`src/include/sawc_pkg.sv`:
```
/*
  Shared constants and types for the synchronous SRAM address capture and
  write-qualification block. Assumes a single clock domain and an
  asynchronous active-high reset in every file that uses it.
*/
// Notes on behaviour
// - Capture address on strobe with chips selected.
// - Captured low two address bits load burst counter.
// - Lane select writes only with byte-write enable low.
// - Global write low writes every lane.
// - Both strobes low: processor strobe wins.
// - Lane select covers eight data bits and parity.
package sawc_pkg;

  // -------------------------------------------------------------------
  // Geometry
  // -------------------------------------------------------------------
  localparam int ADDR_W_DEF  = 19;
  localparam int LANES_DEF   = 4;
  localparam int LANE_DATA_W = 8;
  localparam int LANE_W      = LANE_DATA_W + 1;
  localparam int BURST_W     = 2;
  localparam int BURST_LSB   = 0;

  // -------------------------------------------------------------------
  // Reset values
  // -------------------------------------------------------------------
  localparam logic [1:0] BURST_RST = 2'h0;

  // -------------------------------------------------------------------
  // Cycle kinds
  // -------------------------------------------------------------------
  typedef enum logic [3:0] {
    SAWC_IDLE   = 4'h1,
    SAWC_READ   = 4'h2,
    SAWC_LANE_W = 4'h4,
    SAWC_ALL_W  = 4'h8
  } sawc_op_t;

  // -------------------------------------------------------------------
  // Which strobe started the captured access
  // -------------------------------------------------------------------
  typedef enum logic [1:0] {
    SAWC_SRC_PROC = 2'h1,
    SAWC_SRC_CTRL = 2'h2
  } sawc_src_t;

endpackage

```
`src/hdl/sawc_sync.sv`:
```
/*
  Two-flop synchroniser bank for pins entering the clock domain.
  Assumes the first stage is read by the second stage only.
*/
`timescale 1ns/1ps
module sawc_sync #(
  parameter int W = 1
) (
  input  wire logic         clk,
  input  wire logic         rst,
  input  wire logic [W-1:0] din,
  input  wire logic [W-1:0] rst_val,
  output logic      [W-1:0] dout
);

  logic [W-1:0] stage1;
  logic [W-1:0] stage2;

  // Reset clears both stages. The caller stores active-low pins inverted, so
  // a cleared stage reads back as the inactive level once rst_val is applied.
  always_ff @(posedge clk or posedge rst) begin
    if (rst) begin
      stage1 <= '0;
      stage2 <= '0;
    end else begin
      stage1 <= din;
      stage2 <= stage1;
    end
  end

  assign dout = stage2 ^ rst_val;

endmodule

```
`src/hdl/sawc_top.sv`:
```
/*
  Address capture, burst start and byte-lane write decode of a pipelined
  synchronous burst SRAM. Assumes every pin is driven by a controller on
  another clock, so all pins are synchronised before use.
*/
`timescale 1ns/1ps
module sawc_top #(
  parameter int ADDR_W = sawc_pkg::ADDR_W_DEF,
  parameter int LANES  = sawc_pkg::LANES_DEF
) (
  input  wire logic                           clk,
  input  wire logic                           rst,
  input  wire logic [ADDR_W-1:0]              addr_in,
  input  wire logic                           proc_addr_strobe_n,
  input  wire logic                           ctrl_addr_strobe_n,
  input  wire logic                           chip_sel1_n,
  input  wire logic                           chip_sel2,
  input  wire logic                           chip_sel3_n,
  input  wire logic [LANES-1:0]               lane_wr_sel_n,
  input  wire logic                           lane_write_enable_n,
  input  wire logic                           all_lanes_write_n,
  output logic      [ADDR_W-1:0]              addr_reg,
  output logic      [sawc_pkg::BURST_W-1:0]   burst_count,
  output logic                                addr_valid,
  output logic                                from_proc,
  output logic      [LANES-1:0]               lane_wr_en,
  output logic      [LANES*sawc_pkg::LANE_W-1:0] bit_wr_mask,
  output logic                                is_write,
  output logic                                is_read
);

  // -------------------------------------------------------------------
  // Pin synchronisation
  // -------------------------------------------------------------------
  // Each pin is synchronised on its own, so an address that changes within
  // one clock of a strobe could be captured torn. The controller must hold
  // address, strobes and selects steady together across the sampling edge.
  localparam int SW = ADDR_W + 7 + LANES;

  logic [SW-1:0] pins_raw;
  logic [SW-1:0] pins_inv;
  logic [SW-1:0] pins;

  assign pins_raw = {addr_in, proc_addr_strobe_n, ctrl_addr_strobe_n, chip_sel1_n,
                     chip_sel2, chip_sel3_n, lane_write_enable_n, all_lanes_write_n,
                     lane_wr_sel_n};
  // Active-low pins idle high after reset, others idle low.
  assign pins_inv = {{ADDR_W{1'b0}}, 3'h7, 1'b0, 3'h7, {LANES{1'b1}}};

  sawc_sync #(.W(SW)) u_sync (
    .clk     (clk),
    .rst     (rst),
    .din     (pins_raw ^ pins_inv),
    .rst_val (pins_inv),
    .dout    (pins)
  );

  logic [ADDR_W-1:0] s_addr;
  logic              s_psn;
  logic              s_csn;
  logic              s_cs1n;
  logic              s_cs2;
  logic              s_cs3n;
  logic              s_bwen;
  logic              s_gwn;
  logic [LANES-1:0]  s_sel_n;

  assign {s_addr, s_psn, s_csn, s_cs1n, s_cs2, s_cs3n, s_bwen, s_gwn, s_sel_n} = pins;

  // -------------------------------------------------------------------
  // Qualification
  // -------------------------------------------------------------------
  function automatic logic chips_on(input logic c1n, input logic c2, input logic c3n);
    return !c1n && c2 && !c3n;
  endfunction

  // Spreads each lane enable over its eight data bits and its parity bit.
  function automatic logic [LANES*sawc_pkg::LANE_W-1:0] lane_mask(input logic [LANES-1:0] en);
    lane_mask = '0;
    for (int i = 0; i < LANES; i++) begin
      lane_mask[i*sawc_pkg::LANE_W +: sawc_pkg::LANE_W] = {sawc_pkg::LANE_W{en[i]}};
    end
  endfunction

  logic              sel_ok;
  logic              take;
  sawc_pkg::sawc_src_t src;
  sawc_pkg::sawc_op_t  op;
  logic [LANES-1:0]  lanes;

  always_comb begin
    sel_ok = chips_on(s_cs1n, s_cs2, s_cs3n);
    take   = sel_ok && (!s_psn || !s_csn);
    src    = !s_psn ? sawc_pkg::SAWC_SRC_PROC : sawc_pkg::SAWC_SRC_CTRL;
    lanes  = '0;
    op     = sawc_pkg::SAWC_IDLE;
    if (!s_gwn) begin
      lanes = '1;
      op    = sawc_pkg::SAWC_ALL_W;
    end else if (!s_bwen && (s_sel_n != '1)) begin
      lanes = ~s_sel_n;
      op    = sawc_pkg::SAWC_LANE_W;
    end else begin
      op    = sawc_pkg::SAWC_READ;
    end
  end

  // -------------------------------------------------------------------
  // Registered outputs
  // -------------------------------------------------------------------
  logic [ADDR_W-1:0]                next_addr_reg;
  logic [sawc_pkg::BURST_W-1:0]     next_burst;
  logic                             next_valid;
  logic                             next_from_proc;
  logic [LANES-1:0]                 next_lane_wr_en;
  logic [LANES*sawc_pkg::LANE_W-1:0] next_mask;
  logic                             next_is_write;
  logic                             next_is_read;

  always_comb begin
    next_addr_reg   = addr_reg;
    next_burst      = burst_count;
    next_from_proc  = from_proc;
    next_valid      = take;
    if (take) begin
      next_addr_reg  = s_addr;
      next_burst     = s_addr[sawc_pkg::BURST_LSB +: sawc_pkg::BURST_W];
      next_from_proc = (src == sawc_pkg::SAWC_SRC_PROC);
    end
    next_lane_wr_en = lanes;
    // Classification runs every cycle, independent of any capture.
    next_mask       = lane_mask(lanes);
    next_is_write = (op == sawc_pkg::SAWC_ALL_W) || (op == sawc_pkg::SAWC_LANE_W);
    next_is_read  = (op == sawc_pkg::SAWC_READ);
  end

  // Captured fields hold between captures; per-cycle fields refresh each edge.
  always_ff @(posedge clk or posedge rst) begin
    if (rst) begin
      addr_reg    <= '0;
      burst_count <= sawc_pkg::BURST_RST;
      addr_valid  <= 1'b0;
      from_proc   <= 1'b0;
      lane_wr_en  <= '0;
      bit_wr_mask <= '0;
      is_write    <= 1'b0;
      is_read     <= 1'b0;
    end else begin
      addr_reg    <= next_addr_reg;
      burst_count <= next_burst;
      addr_valid  <= next_valid;
      from_proc   <= next_from_proc;
      lane_wr_en  <= next_lane_wr_en;
      bit_wr_mask <= next_mask;
      is_write    <= next_is_write;
      is_read     <= next_is_read;
    end
  end

  // -------------------------------------------------------------------
  // Checks
  // -------------------------------------------------------------------
  // Each check that reads pins reads the synchronised pins, the same view the logic uses.
  localparam int LANE_W_TOP = sawc_pkg::LANE_W - 1;

  a_capture_qual: assert property (@(posedge clk) disable iff (rst)
    addr_valid |-> $past(sel_ok) && !($past(s_psn) && $past(s_csn)))
    else $error("Address captured without qualification.");
  a_addr_hold: assert property (@(posedge clk) disable iff (rst)
    !take |=> $stable(addr_reg))
    else $error("Address changed without a capture.");
  a_burst_load: assert property (@(posedge clk) disable iff (rst)
    take |=> burst_count == $past(s_addr[sawc_pkg::BURST_LSB +: sawc_pkg::BURST_W]))
    else $error("Burst counter not loaded from address.");
  a_lane_gate: assert property (@(posedge clk) disable iff (rst)
    (s_gwn && s_bwen) |=> lane_wr_en == '0)
    else $error("Lane written without byte-write enable.");
  a_lane_sel: assert property (@(posedge clk) disable iff (rst)
    (s_gwn && !s_bwen) |=> lane_wr_en == ~$past(s_sel_n))
    else $error("Lane write does not follow selects.");
  a_global_all: assert property (@(posedge clk) disable iff (rst)
    !s_gwn |=> lane_wr_en == '1 && is_write)
    else $error("Global write missed a lane.");
  a_proc_wins: assert property (@(posedge clk) disable iff (rst)
    (take && !s_psn && !s_csn) |=> from_proc)
    else $error("Controller strobe taken over processor strobe.");
  a_parity_lane: assert property (@(posedge clk) disable iff (rst)
    bit_wr_mask[LANE_W_TOP] == lane_wr_en[0])
    else $error("Parity bit mask differs from lane.");
  a_read_none: assert property (@(posedge clk) disable iff (rst)
    is_read |-> lane_wr_en == '0 && !is_write)
    else $error("Read cycle modified a lane.");

  // Pins feed these checks one cycle before the registered outputs that
  // they govern, so most of them use the next-cycle implication.
  a_capture_load: assert property (@(posedge clk) disable iff (rst)
    take |=> addr_valid && addr_reg == $past(s_addr))
    else $error("Qualified strobe did not capture the address.");
  a_burst_hold: assert property (@(posedge clk) disable iff (rst)
    !take |=> $stable(burst_count) && $stable(from_proc))
    else $error("Burst start changed without a capture.");
  a_lane_write: assert property (@(posedge clk) disable iff (rst)
    (s_gwn && !s_bwen && s_sel_n != '1) |=> is_write && !is_read)
    else $error("Selected lane write not flagged as write.");
  a_ctrl_only: assert property (@(posedge clk) disable iff (rst)
    (take && s_psn) |=> !from_proc)
    else $error("Controller capture marked as processor capture.");
  a_class_one: assert property (@(posedge clk) disable iff (rst)
    !$past(rst) |-> is_write != is_read)
    else $error("Cycle classified as neither or both read and write.");

  for (genvar g = 0; g < LANES; g++) begin : g_lane_chk
    a_lane_mask: assert property (@(posedge clk) disable iff (rst)
      bit_wr_mask[g*sawc_pkg::LANE_W +: sawc_pkg::LANE_W] == {sawc_pkg::LANE_W{lane_wr_en[g]}})
      else $error("Lane mask bits differ from lane enable.");
  end

  c_proc_cap: cover property (@(posedge clk) disable iff (rst) take && !s_psn);
  c_ctrl_cap: cover property (@(posedge clk) disable iff (rst) take && s_psn);
  c_lane_wr:  cover property (@(posedge clk) disable iff (rst) is_write && lane_wr_en != '1);
  c_all_wr:   cover property (@(posedge clk) disable iff (rst) is_write && lane_wr_en == '1);
  c_read_cyc: cover property (@(posedge clk) disable iff (rst) is_read && addr_valid);

endmodule

```
`config.mk`:
```
export PLATFORM = sky130hd
export DESIGN_NAME = sawc_top
export DESIGN_NICKNAME = d
export VERILOG_FILES = /design/src/include/sawc_pkg.sv /design/src/hdl/sawc_sync.sv /design/src/hdl/sawc_top.sv
export SDC_FILE = /design/constraint.sdc
export NUM_CORES = 1
export LEC_CHECK = 0
export BUFFER_PORTS_ARGS = -buffer_cell sky130_fd_sc_hd__clkbuf_2
export CORE_MARGIN = 2
export CORE_UTILIZATION = 49
export DETAILED_ROUTE_END_ITERATION = 8
export HOLD_SLACK_MARGIN = 0.06
export MAX_ROUTING_LAYER = met4
export PLACE_DENSITY = 0.75
export SLEW_MARGIN = 20
export SYNTH_ARGS = -nofsm -noshare
export SYNTH_HDL_FRONTEND = slang
export SYNTH_SLANG_ARGS = --single-unit
```
`constraint.sdc`:
```
create_clock -name clk -period 3.9 [get_ports clk]
set_clock_uncertainty 0.2 [all_clocks]
set_input_delay 0.78 -clock clk [delete_from_list [all_inputs] [get_ports clk]]
set_output_delay 0.78 -clock clk [all_outputs]
set_load 0.005 [all_outputs]
```
# [Word level (Yosys, flattened, before mapping)]
# Cells that the tools add are included.
[op_classes] n_eq_ne=5 muxes=5 n_bitwise=3 n_reduce_logical=11
[op_table] operator="$not A10 Y10" n=2
[op_table] operator="$mux W4" n=3
[op_table] operator="$logic_not A1 Y1" n=5
[op_table] operator="$eq A4 B2 Y1 const B" n=1
[op_table] operator="$eq A4 B3 Y1 const B" n=1
[op_table] operator="$eq A4 B4 Y1 const B" n=1
[op_table] operator="$logic_and A1 B1 Y1" n=4
[op_table] operator="$ne A4 B4 Y1 const B" n=1
[op_table] operator="$not A4 Y4" n=1
[op_table] operator="$mux W3" n=1
[op_table] operator="$eq A2 B1 Y1 const B" n=1
[op_table] operator="$logic_or A1 B1 Y1" n=2
[op_table] operator="$mux W2" n=1
[totals] reg_bits=117 input_bits=32 out_inout_bits=65 wordCells=34

# [Depth between registers and ports, before layout]
[logic_depth] word_depth=7 mapped_depth=3 ltp_nobuf=2

# [Cells and area by module]
# Synthesis repeated with hierarchy kept, for this count alone.
[hier_totals] cells_unflattened=202 hier_area_um2=3151.8
[modules_own_cells] mod="sawc_sync" instances=1 cells_each=91 area_per_inst_um2=1767.9 seq_area_each_um2=1501.4
[modules_own_cells] mod="sawc_top" instances=1 cells_each=111 area_per_inst_um2=1383.8 seq_area_each_um2=675.6

# [Least setup slack after synthesis]
# No wires, ideal clock.
[synth_path] path_type="reg-to-output" startpoint="register, netlist name bit_wr_mask[17]" endpoint="output bit_wr_mask[10] (netlist bit)" arrival_ns=0.613 slack_ns=2.307 stages_incl_launch_ff=2 path_buffers=1 path_cell_list="dfrtp_1 > buf_4"
[synth_lines] item="to (decl)" line="sawc_top.sv:27" text="output logic [LANES*sawc_pkg::LANE_W-1:0] bit_wr_mask,"

==> reports/qor.csv <==
stage,metric,value,unit
setup_path,Slowest Stage Delay on Critical Path,0.49,ns
status,status,"finished, final reports clean",
cts,Clock Tree Root,clkbuf_8,
global_routing,largest net degree at the start of global routing,38,
floorplanning,die height,80.8,µm
final_layout,fraction of layout cells with a size suffix above 1,55.2,%
route,vias after detailed routing,1370,
floorplanning,Core ar.,0.00561,mm²
setup_path,buffers and inverters on the worst path,1,
setup_path,kind of critical path,flop to primary output,
run,Max-Cap Viols,0,
cts,Sink Count,87,
route,DRT Pass-1 Iters,2,
cts,CTS tree,done,
setup_path,Critical Path Start,bit_wr_mask[26],
global_routing,busiest metal layer after global routing,met2,
sta,f_max,507,MHz
pwr,Logic pwr share,10.5,%
floorplanning,initial core utilization,51.5,%
setup_path,reg2reg end,addr_reg[17],
route,# DRC,0,
floorplanning,die width,80.8,µm
pwr,P_int,1.48,mW
final_layout,most frequent cells in the layout,"96 x clkbuf_2, 87 x dfrtp_1, 19 x mux2_4",
floorplanning,# rows,27,
route,total wire length,4010,µm
route,WL/cell,12.8,µm
final_layout,final instance area,0.00339,mm²
min_path,WHS Path Cells,0,
sta,number of hold violations in the final report,0,
global_routing,"Remaining Overflow, GRT",0,
sta,setup violators final,0,
cts,clk slew on worst S/H paths,0.08,ns
setup_path,CP max FO,10,
cts,Setup Buffers After CTS,0,
cts,Clock Tree Buf Depth,2,
setup_path,"Critical Path, Cell by Cell",clkbuf_2,
pwr,worst vdd ir,300,µV
sta,Final TNS setup,0,ns
setup_path,CP max-delay cell,dfrtp_1,
setup_path,crit-path leading delay family,flip-flops,
setup_path,reg2reg start,u_sync.stage2[9],
setup_path,endpoint class of the critical path,primary output,
setup_path,Arrival @ worst endpoint,0.99,ns
sta,Slew headroom,36.6,%
setup_path,crit start category,flop,
cts,H-Tree Depth,3,
synthesis,syn nets,200,
sta,Final period util,50.5,%
pwr,power per cell area,556,mW/mm²
setup_path,critical path depth,1,
pwr,Psw,0.406,mW
min_path,HP Class,flop to flop,
global_routing,met2 Use GR,20.7,%
setup_path,Critical Path RT,2.92,ns
synthesis,post-synth top area cell,dfrtp_1,
cts,number of CTS-inserted buffers,9,
setup_path,reg2reg setup slack,2.00,ns
sta,Slew @ Worst Pin,0.951,ns
global_routing,global-route wire length before repair,6190,µm
placed_design,DP HPWL,2890,µm
placed_design,placer congestion estimate,0.727,
pwr,clock power share,34.8,%
final_layout,FILL cells,449,
final_layout,n_diodes,0,
route,DRT iter0 DRCs,14,
global_routing,met1 Resource Use GR,16.9,%
synthesis,Mapped Avg Cell Area,17.2,µm²
sta,unrepaired setup endpoints after global routing,false,
placed_design,IO buf count,96,
synthesis,synthesized instance count,168,
min_path,HP Start,u_sync.stage1[4],
route,vias per cell,4.38,
synthesis,area fraction of the dominant cell type after synthesis,75.3,%
cts,Skew-Pair Late Insertion Delay,0.34,ns
pwr,Seq pwr share,54.7,%
synthesis,top post-synthesis cells by area,"dfrtp_1 75%, buf_4 9.9%, mux2_4 9.9%",
pwr,Leakage,1.81,nW
global_routing,met3 usage,3.33,%
min_path,Worst Hold Path EP,u_sync.stage2[4],
cts,CTS Hold Bufs,0,
final_layout,"commonest non-fill, non-tap cell in the layout",clkbuf_2,
floorplanning,DIE AREA,0.00653,mm²
placed_design,dpl cell area,0.00318,mm²
synthesis,Synth Cell Area,0.00289,mm²
pwr,sw frac,21.5,%
global_routing,vias in the first global route,1323,
route,Post-DRT Antenna Nets,0,
floorplanning,# IOs,97,
synthesis,synthesis-stage register bit count,87,
global_routing,initial antenna violation count,0,
global_routing,gr usage total,13.9,%
synthesis,"Seq/Total Area, Yosys",75.3,%
synthesis,Netlist cell types,12,
final_layout,Final nets,269,
sta,Tmin final,1.97,ns
sta,max-slew violation count,0,
setup_path,Worst Reg-to-Reg Cells,2,
cts,post-CTS resize count,0,
synthesis,Yosys warning count,0,
final_layout,Layout area overhead,17.4,%
[power groups by stage]
stage / sequential [mW] / clock (mW) / combinational, mW
4_1_cts: 1.03 / 0.677 / 0.203
3_5_place_dp: 1.05 / 0 / 0.204
5_1_grt: 1.04 / 0.716 / 0.218
6_report: 1.03 / 0.656 / 0.197
2_1_floorplan: 1.04 / 0 / 0.131
3_3_place_gp: 1.05 / 0 / 0.195
[per-layer routing]
layer,wire [µm],up-vias
met5,0,-
met4,87,0
met3,273,11
met2,2000,70
met1,1650,668
li1,-,621
[synth_stat cells]
cell type  number
inv_1          13
a21oi_1         1
dfrtp_1        87
and2_1          1
mux2_2          1
a21o_1          3
mux2_4         19
o2111ai_2       1
buf_6           2
buf_4          38
o31ai_1         1
nand2_1         1
[cells by family after synthesis]
group                  after synthesis  share of synthesized area [%]
AOI/OAI and AO/OA                    6                           1.73
buffers and inverters               53                           12.3
DFF                                 87                           75.3
muxes                               20                           10.3
and+or+nand+nor                      2                          0.346
[worst max-delay path by stage]
stage	endpoint	slack, ns
after floorplan	addr_reg[0]	0.67
after global placement	addr_reg[17]	2.01
after detailed placement	addr_reg[17]	1.99
after CTS	bit_wr_mask[23]	1.88
after global routing	bit_wr_mask[22]	1.83
final	bit_wr_mask[23]	1.93
[through the flow]
step	hold slack, ns	setup slack [ns]	total power [mW]	util [%]	instances
floorplan	0.131	0.670	1.17	-	168
global placement	0.132	2.01	1.24	56.7	298
detailed placement	0.135	1.99	1.25	56.7	298
CTS	0.152	1.88	1.91	60.5	313
global route	0.156	1.83	1.98	60.5	313
finish	0.151	1.93	1.89	60.5	313
[area by class of cell]
type                            count  area, µm²  share of cell area, %
Tap cell                           72       90.1                   2.65
Multi-Input combinational cell     28        368                   10.8
Timing Repair Buffer               98        495                   14.6
Sequential cell                    87       2180                   64.2
Clock buffer                       12        145                   4.28
Inverter                           13       50.0                   1.47
Clock inverter                      3       67.6                   1.99
Power figures use the tool's default switching activity.
